[src/acq_trig_map.svh]
// register map, field positions, reset values and sizes of the trigger sequencer
`ifndef ACQ_TRIG_MAP_SVH
`define ACQ_TRIG_MAP_SVH
`define OFS_CTRL 8'h00
`define OFS_LEVEL 8'h04
`define OFS_PRELEN 8'h08
`define OFS_POSTLEN 8'h0C
`define OFS_DELAY 8'h10
`define OFS_HOLDOFF 8'h14
`define OFS_AUTO 8'h18
`define OFS_STATUS 8'h1C
`define CTRL_INIT 0
`define CTRL_ARM_BYP 1
`define CTRL_B_BYP 2
`define CTRL_FALL 3
`define CTRL_AUTO 4
`define CTRL_DLY_B 5
`define CTRL_W 6
`define RST_CTRL 6'h06
`define RST_LEVEL 16'h8000
`define RST_PRELEN 5'h08
`define RST_POSTLEN 16'h0008
`define RST_DELAY 16'h0000
`define RST_HOLDOFF 16'h0004
`define RST_AUTO 16'h0100
`define SAMPLE_W 16
`define CNT_W 16
`define HIST_DEPTH 16
`define HIST_IW 4
`define PRE_W 5
`endif

[src/acq_trig_pkg.sv]
// types shared by the trigger sequencer
`include "acq_trig_map.svh"
`default_nettype none
package acq_trig_pkg;
   typedef enum logic [6:0] {
      ST_IDLE = 7'h01,
      ST_ARM = 7'h02,
      ST_FILL = 7'h04,
      ST_WAITA = 7'h08,
      ST_DELAY = 7'h10,
      ST_WAITB = 7'h20,
      ST_CAPT = 7'h40
   } seq_state_e;
   typedef struct packed {
      logic [`SAMPLE_W-1:0] data;
      logic timeZero;
      logic last;
   } rec_word_s;
endpackage : acq_trig_pkg
`default_nettype wire

[src/acq_trigger_sequencer.sv]
// acquisition trigger sequencer with APB registers and record output buffer
//
// Summary of operation
// - with initiate off the sequencer sits idle and neither arms nor triggers.
// - with initiate on it waits for the arm event, or arms at once when arm bypass is set.
// - with the second stage bypassed and zero delay it fires on the first-stage event.
// - the accepted trigger is time zero and each record word is placed relative to it.
// - while waiting it samples on, keeping the latest samples for the pretrigger part.
// - after the trigger it keeps storing samples until the posttrigger part is full.
// - after a trigger further triggers are ignored until capture and holdoff are over.
// - in normal mode no record is captured while no trigger occurs.
// - in auto mode an untriggered record is still captured when the auto timeout runs out before any first-stage event.
// - the event is placed on the waveform by the programmed level and slope.
// - an edge event is a crossing of the level in the programmed direction.
// - the delay applies to the first or the second stage, never to both.
//
// The register offsets and the APB slave port are this design's own decisions.
`include "acq_trig_map.svh"
`default_nettype none
module acq_trigger_sequencer
(
   // clock and reset
   input wire logic clk,
   input wire logic reset_n,
   // apb slave
   input wire logic psel,
   input wire logic penable,
   input wire logic pwrite,
   input wire logic [7:0] paddr,
   input wire logic [31:0] pwdata,
   output logic [31:0] prdata,
   output logic pready,
   output logic pslverr,
   // digitized sample stream
   input wire logic sampleValid,
   input wire logic [`SAMPLE_W-1:0] sampleData,
   output logic sampleReady,
   // event inputs from arm and second-stage detectors
   input wire logic armEvent,
   input wire logic stageBEvent,
   // record output stream
   output logic outValid,
   output acq_trig_pkg::rec_word_s outWord,
   input wire logic outReady
);
   logic [1:0] rstPipe;
   logic rstN;
   always_ff @(posedge clk or negedge reset_n)
   begin
      if (!reset_n)
         rstPipe <= 2'h0;
      else
         rstPipe <= {rstPipe[0], 1'b1};
   end
   assign rstN = rstPipe[1];

   // registers
   logic [`CTRL_W-1:0] ctrl_reg, ctrl_next;
   logic [`SAMPLE_W-1:0] level_reg, level_next;
   logic [`PRE_W-1:0] preLen_reg, preLen_next;
   logic [`CNT_W-1:0] postLen_reg, postLen_next;
   logic [`CNT_W-1:0] delay_reg, delay_next;
   logic [`CNT_W-1:0] holdoff_reg, holdoff_next;
   logic [`CNT_W-1:0] autoTo_reg, autoTo_next;
   logic [31:0] prdata_reg, prdata_next;
   logic pready_reg, pready_next;
   logic pslverr_reg, pslverr_next;
   logic [31:0] statusWord;
   logic access;
   logic mapped;
   logic wrEn;

   assign access = psel && penable && !pready_reg;
   assign wrEn = psel && penable && pwrite && pready_reg;
   always_comb
   begin
      ctrl_next = ctrl_reg;
      level_next = level_reg;
      preLen_next = preLen_reg;
      postLen_next = postLen_reg;
      delay_next = delay_reg;
      holdoff_next = holdoff_reg;
      autoTo_next = autoTo_reg;
      prdata_next = 32'h0;
      pslverr_next = 1'b0;
      pready_next = access;
      mapped = 1'b1;
      case (paddr)
         `OFS_CTRL: prdata_next = {26'h0, ctrl_reg};
         `OFS_LEVEL: prdata_next = {16'h0, level_reg};
         `OFS_PRELEN: prdata_next = {27'h0, preLen_reg};
         `OFS_POSTLEN: prdata_next = {16'h0, postLen_reg};
         `OFS_DELAY: prdata_next = {16'h0, delay_reg};
         `OFS_HOLDOFF: prdata_next = {16'h0, holdoff_reg};
         `OFS_AUTO: prdata_next = {16'h0, autoTo_reg};
         `OFS_STATUS: prdata_next = statusWord;
         default: mapped = 1'b0;
      endcase
      if (!access || pwrite)
         prdata_next = 32'h0;
      pslverr_next = access && !mapped;
      // a write lands at the edge where the master sees pready, not one edge earlier
      if (wrEn)
      begin
         case (paddr)
            `OFS_CTRL: ctrl_next = pwdata[`CTRL_W-1:0];
            `OFS_LEVEL: level_next = pwdata[`SAMPLE_W-1:0];
            // a pretrigger length beyond the history depth is clipped to it
            `OFS_PRELEN: preLen_next = (pwdata[`PRE_W-1:0] > 5'h10) ? 5'h10
                                       : pwdata[`PRE_W-1:0];
            `OFS_POSTLEN: postLen_next = pwdata[`CNT_W-1:0];
            `OFS_DELAY: delay_next = pwdata[`CNT_W-1:0];
            `OFS_HOLDOFF: holdoff_next = pwdata[`CNT_W-1:0];
            `OFS_AUTO: autoTo_next = pwdata[`CNT_W-1:0];
            default: ctrl_next = ctrl_reg;
         endcase
      end
   end

   // history, sequencer and buffer state
   acq_trig_pkg::seq_state_e state_reg, state_next;
   logic [`HIST_IW-1:0] wrIdx_reg, wrIdx_next;
   logic [`SAMPLE_W-1:0] histReg [`HIST_DEPTH];
   logic [`SAMPLE_W-1:0] histNext [`HIST_DEPTH];
   logic [`SAMPLE_W-1:0] prevSample_reg, prevSample_next;
   logic [`CNT_W-1:0] cnt_reg, cnt_next;
   logic [`CNT_W-1:0] hold_reg, hold_next;
   logic [`CNT_W-1:0] recLeft_reg, recLeft_next;
   logic [`CNT_W-1:0] recIdx_reg, recIdx_next;
   logic [15:0] records_reg, records_next;
   logic lastTrig_reg, lastTrig_next;
   acq_trig_pkg::rec_word_s head_reg, head_next, tail_reg, tail_next;
   logic [1:0] count_reg, count_next;
   logic outValid_reg, outValid_next;
   logic inReady_reg, inReady_next;
   logic take;
   logic edgeA;
   logic holdBusy;
   logic push;
   logic pop;
   logic fire;
   logic fireTrig;
   logic [`SAMPLE_W-1:0] delayed;
   acq_trig_pkg::rec_word_s inWord;

   assign take = sampleValid && inReady_reg;
   assign holdBusy = (hold_reg != 16'h0);
   // edge crossing against the level, direction by slope bit
   assign edgeA = take && (ctrl_reg[`CTRL_FALL] ?
      (prevSample_reg > level_reg && sampleData <= level_reg) :
      (prevSample_reg < level_reg && sampleData >= level_reg));
   // delayed tap is read before the current sample overwrites its slot
   assign delayed = (preLen_reg == 5'h0) ? sampleData
      : histReg[wrIdx_reg - preLen_reg[`HIST_IW-1:0]];

   genvar g;
   generate
      for (g = 0; g < `HIST_DEPTH; g++)
      begin : gHist
         assign histNext[g] = (take && wrIdx_reg == 4'(g)) ? sampleData
                              : histReg[g];
         always_ff @(posedge clk or negedge rstN)
         begin
            if (!rstN)
               histReg[g] <= 16'h0;
            else
               histReg[g] <= histNext[g];
         end
      end
   endgenerate

   always_comb
   begin
      state_next = state_reg;
      wrIdx_next = take ? wrIdx_reg + 4'h1 : wrIdx_reg;
      prevSample_next = take ? sampleData : prevSample_reg;
      cnt_next = cnt_reg;
      hold_next = (holdBusy && take) ? hold_reg - 16'h1 : hold_reg;
      recLeft_next = recLeft_reg;
      recIdx_next = recIdx_reg;
      records_next = records_reg;
      lastTrig_next = lastTrig_reg;
      fire = 1'b0;
      fireTrig = 1'b0;
      push = 1'b0;
      case (state_reg)
         acq_trig_pkg::ST_IDLE:
            if (ctrl_reg[`CTRL_INIT] && !holdBusy)
               state_next = acq_trig_pkg::ST_ARM;
         acq_trig_pkg::ST_ARM:
            if (!ctrl_reg[`CTRL_INIT])
               state_next = acq_trig_pkg::ST_IDLE;
            else if (ctrl_reg[`CTRL_ARM_BYP] || armEvent)
            begin
               state_next = acq_trig_pkg::ST_FILL;
               cnt_next = 16'h0;
            end
         acq_trig_pkg::ST_FILL:
         begin
            if (take)
               cnt_next = cnt_reg + 16'h1;
            if (cnt_reg >= {11'h0, preLen_reg})
            begin
               state_next = acq_trig_pkg::ST_WAITA;
               cnt_next = autoTo_reg;
            end
         end
         acq_trig_pkg::ST_WAITA:
         begin
            if (take && cnt_reg != 16'h0)
               cnt_next = cnt_reg - 16'h1;
            if (edgeA)
            begin
               cnt_next = delay_reg;
               if (!ctrl_reg[`CTRL_DLY_B] && delay_reg != 16'h0)
                  state_next = acq_trig_pkg::ST_DELAY;
               else if (ctrl_reg[`CTRL_B_BYP] && delay_reg == 16'h0)
                  fireTrig = 1'b1;
               else if (ctrl_reg[`CTRL_B_BYP])
                  state_next = acq_trig_pkg::ST_DELAY;
               else
                  state_next = acq_trig_pkg::ST_WAITB;
            end
            else if (ctrl_reg[`CTRL_AUTO] && take && cnt_reg == 16'h1)
               fire = 1'b1;
            // in normal mode waiting lasts as long as no event comes
         end
         acq_trig_pkg::ST_WAITB:
            if (take && stageBEvent)
            begin
               if (ctrl_reg[`CTRL_DLY_B] && delay_reg != 16'h0)
                  state_next = acq_trig_pkg::ST_DELAY;
               else
                  fireTrig = 1'b1;
            end
         acq_trig_pkg::ST_DELAY:
            if (take)
            begin
               cnt_next = cnt_reg - 16'h1;
               if (cnt_reg == 16'h1)
               begin
                  if (!ctrl_reg[`CTRL_DLY_B] && !ctrl_reg[`CTRL_B_BYP])
                     state_next = acq_trig_pkg::ST_WAITB;
                  else
                     fireTrig = 1'b1;
               end
            end
         acq_trig_pkg::ST_CAPT:
            if (take)
            begin
               push = 1'b1;
               recLeft_next = recLeft_reg - 16'h1;
               recIdx_next = recIdx_reg + 16'h1;
               if (recLeft_reg == 16'h1)
               begin
                  // triggers are not looked at until holdoff runs out
                  state_next = acq_trig_pkg::ST_IDLE;
                  hold_next = holdoff_reg;
                  records_next = records_reg + 16'h1;
               end
            end
         default: state_next = acq_trig_pkg::ST_IDLE;
      endcase
      // dropping initiate abandons any wait for a trigger; a running capture completes
      if (!ctrl_reg[`CTRL_INIT] && state_reg != acq_trig_pkg::ST_CAPT)
         state_next = acq_trig_pkg::ST_IDLE;
      if ((fire || fireTrig) && ctrl_reg[`CTRL_INIT])
      begin
         // the firing sample is record word preLen; word 0, the delayed tap from preLen samples back, is pushed at once
         state_next = acq_trig_pkg::ST_CAPT;
         push = 1'b1;
         lastTrig_next = fireTrig;
         recLeft_next = {11'h0, preLen_reg} + postLen_reg - 16'h1;
         recIdx_next = 16'h1;
         if ({11'h0, preLen_reg} + postLen_reg <= 16'h1)
         begin
            state_next = acq_trig_pkg::ST_IDLE;
            hold_next = holdoff_reg;
            records_next = records_reg + 16'h1;
         end
      end
   end

   always_comb
   begin
      inWord.data = delayed;
      inWord.timeZero = (state_reg == acq_trig_pkg::ST_CAPT) ?
         (recIdx_reg == {11'h0, preLen_reg}) : (preLen_reg == 5'h0);
      inWord.last = (state_reg == acq_trig_pkg::ST_CAPT) ? (recLeft_reg == 16'h1)
         : ({11'h0, preLen_reg} + postLen_reg <= 16'h1);
   end

   // two-entry output buffer; input ready drops only when both slots are full
   assign pop = outValid_reg && outReady;
   always_comb
   begin
      head_next = head_reg;
      tail_next = tail_reg;
      count_next = count_reg;
      case ({push, pop})
         2'b10:
         begin
            if (count_reg == 2'h0)
               head_next = inWord;
            else
               tail_next = inWord;
            count_next = count_reg + 2'h1;
         end
         2'b01:
         begin
            head_next = tail_reg;
            count_next = count_reg - 2'h1;
         end
         2'b11:
            if (count_reg == 2'h1)
               head_next = inWord;
            else
            begin
               head_next = tail_reg;
               tail_next = inWord;
            end
         default: count_next = count_reg;
      endcase
      outValid_next = (count_next != 2'h0);
      inReady_next = (count_next != 2'h2);
   end

   assign statusWord = {records_reg, 7'h0, lastTrig_reg, 1'b0, state_reg};

   always_ff @(posedge clk or negedge rstN)
   begin
      if (!rstN)
      begin
         ctrl_reg <= `RST_CTRL;
         level_reg <= `RST_LEVEL;
         preLen_reg <= `RST_PRELEN;
         postLen_reg <= `RST_POSTLEN;
         delay_reg <= `RST_DELAY;
         holdoff_reg <= `RST_HOLDOFF;
         autoTo_reg <= `RST_AUTO;
         prdata_reg <= 32'h0;
         pready_reg <= 1'b0;
         pslverr_reg <= 1'b0;
         state_reg <= acq_trig_pkg::ST_IDLE;
         wrIdx_reg <= 4'h0;
         prevSample_reg <= 16'h0;
         cnt_reg <= 16'h0;
         hold_reg <= 16'h0;
         recLeft_reg <= 16'h0;
         recIdx_reg <= 16'h0;
         records_reg <= 16'h0;
         lastTrig_reg <= 1'b0;
         head_reg <= '0;
         tail_reg <= '0;
         count_reg <= 2'h0;
         outValid_reg <= 1'b0;
         inReady_reg <= 1'b0;
      end
      else
      begin
         ctrl_reg <= ctrl_next;
         level_reg <= level_next;
         preLen_reg <= preLen_next;
         postLen_reg <= postLen_next;
         delay_reg <= delay_next;
         holdoff_reg <= holdoff_next;
         autoTo_reg <= autoTo_next;
         prdata_reg <= prdata_next;
         pready_reg <= pready_next;
         pslverr_reg <= pslverr_next;
         state_reg <= state_next;
         wrIdx_reg <= wrIdx_next;
         prevSample_reg <= prevSample_next;
         cnt_reg <= cnt_next;
         hold_reg <= hold_next;
         recLeft_reg <= recLeft_next;
         recIdx_reg <= recIdx_next;
         records_reg <= records_next;
         lastTrig_reg <= lastTrig_next;
         head_reg <= head_next;
         tail_reg <= tail_next;
         count_reg <= count_next;
         outValid_reg <= outValid_next;
         inReady_reg <= inReady_next;
      end
   end

   assign prdata = prdata_reg;
   assign pready = pready_reg;
   assign pslverr = pslverr_reg;
   assign sampleReady = inReady_reg;
   assign outValid = outValid_reg;
   assign outWord = head_reg;
endmodule : acq_trigger_sequencer
`default_nettype wire

[config.mk]
export PLATFORM = sky130hd
export DESIGN_NAME = acq_trigger_sequencer
export DESIGN_NICKNAME = d
export VERILOG_FILES = /design/src/acq_trig_pkg.sv /design/src/acq_trigger_sequencer.sv
export VERILOG_INCLUDE_DIRS = /design/src
export SDC_FILE = /design/constraint.sdc
export NUM_CORES = 1
export LEC_CHECK = 0
export BUFFER_PORTS_ARGS = -buffer_cell sky130_fd_sc_hd__buf_2
export CAP_MARGIN = 0
export CORE_MARGIN = 2
export CORE_UTILIZATION = 45
export CTS_BUF_LIST = sky130_fd_sc_hd__clkbuf_4 sky130_fd_sc_hd__clkbuf_8
export CTS_CLUSTER_DIAMETER = 100
export CTS_CLUSTER_SIZE = 28
export DETAILED_ROUTE_END_ITERATION = 10
export SYNTH_ARGS = -nofsm -noshare
export SYNTH_HDL_FRONTEND = slang
export SYNTH_SLANG_ARGS = --single-unit
[constraint.sdc]
create_clock -name clk -period 34.1 [get_ports clk]
set_clock_uncertainty 0.15 [all_clocks]
set_input_delay 3.41 -clock clk [delete_from_list [all_inputs] [get_ports clk]]
set_output_delay 3.41 -clock clk [all_outputs]
set_load 0.005 [all_outputs]
Yosys cells after proc, flatten, opt, wreduce, memory -nomap -nowiden
Index checks and enable logic that the tools add are counted.

word-level totals
  output and inout port bits = 54
  logic and storage cells = 276
  bits in read-only memories = 0
  bits in registers = 531
  memories = 0
  memory bits (writable) = 0
  latch bits = 0
  bits of input ports = 65

operators by class
  magnitude comparators = 8
  mux-type cells = 77
  multipliers = 0
  add/subtract/negate cells = 12
  reductions and logical operators = 75
  equality and inequality tests = 58
  shift-type cells = 0
  div/mod/pow operators = 0
  bitwise logic cells = 1

operator list
  operator               count
  $mux 16                27
  $pmux 32 s8            1
  $mux 7                 17
  $mux 18                4
  $bmux 16 s4            1
  $pmux 16 s4            1
  $sub 16x1->16 const B  4
  $pmux 18 s3            1
  $pmux 7 s7             1
  $add 16x1->16 const B  3
  $reduce_bool 16->1     3
  $ne 4x4->1 const B     10
  $logic_and 1x1->1      38
  $pmux 18 s2            1
  $eq 16x1->1 const B    2
  $eq 4x4->1 const B     8
  $eq 8x5->1 const B     4
  $mux 32                1
  $mux 1                 18
  $reduce_and 2->1       9
  $add 5x16->16          1
  $eq 16x5->1            1
  $eq 4x3->1 const B     4
  $eq 8x4->1 const B     2
  other kinds (47)       69

Logic depth before layout (Yosys ltp)
  depth after elaboration = 12
  depth in mapped cells = 19

Worst setup path before layout
OpenSTA, ideal clock, no wires.

  path type = input to register
  start point = in sampleData[15]
  end point = reg head_reg (netlist bit outWord[10])
  arrival = 6.728 ns
  data required time = 33.813 ns
  cell stages on the path = 15
  path buffers = 2
  slack = 27.085 ns
  path through = ha_1 -> nand4_1 -> nor4_1 -> a21bo_2 -> a31o_2 -> a21oi_1 -> or2_2 -> buf_2 -> o311a_1 -> nand2_1 -> ha_1 -> a21oi_1 -> clkbuf_1 -> a2bb2oi_1 -> a21oi_1

between the ends
  cells in the longest elaborated chain, start to end = 12
  elaborated cells on any way between the ends = 20
  classes of those cells = 2 x order compare; 4 x eq/ne; 7 x mux; 7 x reduce/logical

RTL lines
  what                                                              line                                                        source
  start, declared                                                   acq_trigger_sequencer.sv:36                                 input wire logic [`SAMPLE_W-1:0] sampleData,
  $ge 16x16->1 or $le 16x16->1 (tied branches)                      acq_trigger_sequencer.sv:151, acq_trigger_sequencer.sv:150
  $logic_and 1x1->1 (on tied branches)                              acq_trigger_sequencer.sv:151, acq_trigger_sequencer.sv:150
  $mux 1 (*)                                                        acq_trigger_sequencer.sv:149                                assign edgeA = take && (ctrl_reg[`CTRL_FALL] ?
  $logic_and 1x1->1 (*)                                             acq_trigger_sequencer.sv:149
  $mux 1                                                            acq_trigger_sequencer.sv:212                                if (edgeA)
  $pmux 1 s3 or $mux 1 (tied branches)                              acq_trigger_sequencer.sv:186                                case (state_reg)
  $logic_or 1x1->1 (*)                                              acq_trigger_sequencer.sv:267                                if ((fire || fireTrig) && ctrl_reg[`CTRL_INIT])
  $logic_and 1x1->1 (*)                                             acq_trigger_sequencer.sv:267
  $mux 1 (*)                                                        acq_trigger_sequencer.sv:267
  $eq 2x2->1 or $eq 2x1->1 (tied branches)                          acq_trigger_sequencer.sv:300                                case ({push, pop})
  $ne 2x2->1 (no source line) or $reduce_bool 3->1 (tied branches)  n/a
  $reduce_and 2->1 (no source line)                                 n/a
  end signal, assigned                                              acq_trigger_sequencer.sv:380                                head_reg <= head_next;
  end, declared                                                     acq_trigger_sequencer.sv:132                                acq_trig_pkg::rec_word_s head_reg, head_next, tail_reg, tail_next;

Every way passes the cells marked *; elsewhere a longest branch is shown, timed or not.
A chain may end at the register's enable or synchronous reset.

Final worst setup path
  start point = in sampleData[11]
  end point = reg head_reg (netlist bit outWord[5])

Same word-level chain as after synthesis.

==> impl_results.rst <==
.. list-table::
   :header-rows: 1

   * - Metric
     - Value
   * - Run status
     - completed
   * - Final Instance Count excl. Fillers
     - approximately 3000
   * - Synthesized net count
     - around 2400
   * - End point of the worst hold path
     - rstPipe[1]
   * - Flop-to-flop setup slack
     - about 28000 ps
   * - Switching Share
     - between 30 and 40%
   * - Max incr delay on CP
     - 950 ps
   * - Via count normalized by instance count
     - ~5.9
   * - I/O Buffers
     - about 100
   * - CTS resizes
     - 0
   * - Critical path peak fanout
     - 19
   * - VDD IR-drop max
     - about 42 µV
   * - CP startpoint kind
     - input pin
   * - Number of register bits inferred by synthesis
     - about 530
   * - Antenna viol nets, final
     - 0
   * - Post-synthesis to final-layout area growth
     - 6.52%
   * - Relative slew slack
     - approximately 6.5%
   * - Mean area per synthesized cell
     - about 12 µm²
   * - Relative contribution of combinational cells to total power
     - between 30 and 40%
   * - Worst r2r path cells
     - 16
   * - Sum of negative setup slack
     - 0 ps
   * - Pin count of the biggest net entering global routing
     - 170
   * - FFs w/ async S/R, synth
     - 100%
   * - Final estimated routing congestion in global placement
     - roughly 0.90
   * - Post-synth top flop
     - sky130_fd_sc_hd__dfrtp_1
   * - Power share of the clock group
     - ~18%
   * - Vias
     - between 15000 and 20000
   * - Sum of internal, switching and leakage power
     - ~0.0017 W
   * - Net Sw Power
     - between 0.0005 and 0.0006 W
   * - Overall routed net length
     - between 60 and 70 mm
   * - Syn. warnings
     - 0
   * - Static leakage power
     - ~13 nW
   * - Largest register FFs
     - approximately 260
   * - Start of the worst register-to-register path
     - level_reg[15]
   * - Path type of the worst min-delay path
     - flop to flop
   * - Level count of the clock H-tree
     - 1
   * - Overall routing resource usage
     - 22.7%
   * - EDFF count, synth
     - 0
   * - First-pass GRT wire length
     - roughly 110 mm
   * - Worst hold slack
     - roughly 230 ps
   * - Sequential area share after synthesis
     - 49.9%
   * - CTS buffer count
     - 26
   * - Number of global-route vias before repair
     - ~18000
   * - Netlist cell types
     - 83
   * - Hold-fix buffers, CTS
     - 0
   * - Master of the slowest instance on the critical path
     - sky130_fd_sc_hd__nor2_1
   * - TritonRoute pass-1 iters
     - 5
   * - Cell repeated most along the worst path
     - sky130_fd_sc_hd__a21oi_1
   * - Routed WL per cell
     - approximately 22 µm
   * - Post-layout minimum cycle time
     - 7810 ps
   * - Sequential share of power
     - 51.1%
   * - Starting Density
     - 45.4%
   * - Total count of hold-check failures in the final report
     - 0
   * - Height of the chip
     - between 200 and 250 µm
   * - Slew of the pin with the lowest slew margin
     - roughly 1400 ps
   * - Clock buffer depth
     - 3
   * - Required time of the critical path
     - about 35000 ps
   * - Starting DRT DRC Count
     - 1381
   * - Number of cells produced by synthesis
     - 2275
   * - Final number of max-transition violations
     - 0
   * - Clock root buffer master
     - sky130_fd_sc_hd__clkbuf_8
   * - Share of final-layout standard cells stronger than drive strength 1
     - 26.6%
   * - Arrival time worst endpoint
     - 8280 ps
   * - Number of max-cap violations
     - 0
   * - Crit. End Element
     - flop
   * - Reg2reg end
     - outWord[5]
   * - Number of clock sinks
     - 531
   * - Series of cell instances along the critical path
     - buf_2, ha_1, nand4_1, nor4_1, a21bo_2, a31o_2, a21oi_1, or2_2, o311a_1, nand2_1, inv_1, ha_1, a21oi_1, nor2_1, a2bb2oi_1, a21oi_1
   * - Mapped Area
     - approximately 0.027 mm²
   * - Clk pin slew, worst setup/hold paths
     - roughly 170 ps
   * - Final routed DRC violation total
     - 0
   * - Area of the core region
     - roughly 0.059 mm²
   * - Aggregate global routing overflow
     - 0
   * - Worst hold path cell count
     - 0
   * - Power Dens Cells
     - ~60 mW/mm²
   * - Antenna violations before repair
     - 2
   * - Final period utilization
     - 22.9%
   * - Worst min-delay path startpoint
     - rstPipe[0]
   * - Number of top-level pins
     - ~120
   * - Die outline area
     - roughly 0.061 mm²
   * - Timing-limited maximum frequency
     - ~130 MHz
   * - Total Nets Final
     - 2423
   * - Cell total after placement
     - a little over 3000
   * - Setup slack after placement
     - approximately 26000 ps
   * - Setup-violating endpoint count in the final report
     - 0
   * - Fin worst setup slack
     - ~26000 ps
   * - FP Rows
     - between 80 and 90
   * - Die Wd
     - 247 µm
   * - CTS tree
     - done
   * - Later-pin clock latency in the skew report
     - slightly below 700 ps
   * - Placed wire-length estimate
     - about 46 mm
   * - Cell-internal power
     - 0.00116 W
   * - Fill cell count
     - around 5300
   * - RSZ-0062 raised after global routing
     - no
   * - Classification of the worst setup path
     - input pin to flop
   * - Number of buffers added for setup after CTS
     - 0
-- power by group through the flow --
stage	registers (W)	logic, W	clock network (W)
detailed placement	0.000869	0.000524	0
finish	0.000856	0.000518	0.000300
floorplan	0.000853	0.000410	0
CTS	0.000855	0.000524	0.000310
global route	0.000874	0.000561	0.000332
global placement	0.000855	0.000510	0
-- metrics by stage --
step | util (%) | cell area, µm²
after global routing | 48.3 | 28400
final | 48.3 | 28400
after CTS | 48.3 | 28400
after floorplan | - | 26700
after global placement | 47.4 | 27900
after detailed placement | 47.4 | 27900
-- worst max-delay path, delay by kind of cell --
family	cells	cell delay, ps
adders and majority gates	2	580
AOI/OAI and AO/OA	7	1880
buffers and inverters	2	380
and+or+nand+nor	5	1980
-- cell families after synthesis --
group | Yosys count | synth area share, %
flops | 531 | 49.9
compound gates | 391 | 10.0
buf+inv | 190 | 2.79
xor+xnor | 96 | 3.15
fa+ha+maj | 69 | 3.29
other cells | 1 | 0.0141
mux | 420 | 20.3
simple gates | 577 | 10.6
-- per-layer routing --
layer / part of all wire (%) / track usage [%]
met1: 45 / 31.5
met2: 49 / 38.2
met3: 4.2 / 2.50
met4: 2.2 / 5.55
met5: 0.016 / 0
-- cells in the final DEF, fill, tap and decap left out, types with 7 or more instances in the layout --
cell                        netlist  routed
sky130_fd_sc_hd__a211oi_1        51      51
sky130_fd_sc_hd__a21o_1           7       7
sky130_fd_sc_hd__a21oi_1         88      87
sky130_fd_sc_hd__a221oi_1        13      13
sky130_fd_sc_hd__a222oi_1        10      10
sky130_fd_sc_hd__a22o_1          14      14
sky130_fd_sc_hd__a22oi_1         12      12
sky130_fd_sc_hd__a2bb2oi_1       16      16
sky130_fd_sc_hd__and2_1          20      20
sky130_fd_sc_hd__and3_1          24      24
sky130_fd_sc_hd__buf_2           16     102
sky130_fd_sc_hd__buf_4            1      26
sky130_fd_sc_hd__clkbuf_8         0      27
sky130_fd_sc_hd__dfrtp_1        523     522
sky130_fd_sc_hd__dfstp_2          8       8
sky130_fd_sc_hd__ha_1            67      66
sky130_fd_sc_hd__inv_1           46      46
sky130_fd_sc_hd__mux2_2         330     330
sky130_fd_sc_hd__mux2i_1         26      26
sky130_fd_sc_hd__mux4_2          64      64
sky130_fd_sc_hd__nand2_1        207     207
sky130_fd_sc_hd__nand2b_1        11      11
sky130_fd_sc_hd__nand3_1         30      30
sky130_fd_sc_hd__nand4_1         28      28
sky130_fd_sc_hd__nor2_1         121     119
sky130_fd_sc_hd__nor2b_1         20      20
sky130_fd_sc_hd__nor3_1          43      40
sky130_fd_sc_hd__nor4_1          20      18
sky130_fd_sc_hd__o211ai_1        11      11
sky130_fd_sc_hd__o21ai_0        107     107
sky130_fd_sc_hd__or2_2            7       7
sky130_fd_sc_hd__or4_1            7       7
sky130_fd_sc_hd__xnor2_1         56      54
sky130_fd_sc_hd__xor2_1          40      40
-- worst max path at each step --
| stage | depth (start not counted) | endpoint | start | slack (ps) |
|---|---|---|---|---|
| after global routing | 16 | outWord[7] | sampleData[11] | 25820 |
| after floorplan | 0 | autoTo_reg[0] | rstPipe[1] | 18070 |
| final | 16 | outWord[5] | sampleData[11] | 26300 |
| after CTS | 16 | outWord[6] | sampleData[11] | 26320 |
| after global placement | 16 | outWord[6] | sampleData[11] | 25650 |
| after detailed placement | 16 | outWord[8] | sampleData[11] | 25560 |
-- layout make-up --
| type | instances | area [µm²] | area share, % |
|---|---|---|---|
| timing repair buffer | 129 | 726 | 2.55 |
| tap | 773 | 967 | 3.40 |
| sequential | 531 | 13300 | 46.8 |
| antenna | 1 | 2.50 | 0.00881 |
| multi-input combinational | 1554 | 12700 | 44.7 |
| clock buffer | 32 | 409 | 1.44 |
| inverter | 47 | 176 | 0.621 |
| clock inverter | 8 | 128 | 0.449 |
-- synthesized netlist by cell type (24+ instances only) --
cell,n,area (µm²)
sky130_fd_sc_hd__mux4_2,64,1440
sky130_fd_sc_hd__nor2_1,121,454
sky130_fd_sc_hd__inv_1,46,173
sky130_fd_sc_hd__nor3_1,43,215
sky130_fd_sc_hd__o21ai_0,107,536
sky130_fd_sc_hd__mux2i_1,26,260
sky130_fd_sc_hd__clkbuf_1,121,454
sky130_fd_sc_hd__nand2_1,207,777
sky130_fd_sc_hd__a21oi_1,88,440
sky130_fd_sc_hd__nand4_1,28,175
sky130_fd_sc_hd__nand3_1,30,150
sky130_fd_sc_hd__a211oi_1,51,383
sky130_fd_sc_hd__xnor2_1,56,490
sky130_fd_sc_hd__xor2_1,40,350
sky130_fd_sc_hd__dfrtp_1,523,13100
sky130_fd_sc_hd__mux2_2,330,3720
sky130_fd_sc_hd__and3_1,24,150
sky130_fd_sc_hd__ha_1,67,838
Note: power is estimated with default switching activity, not from simulation.
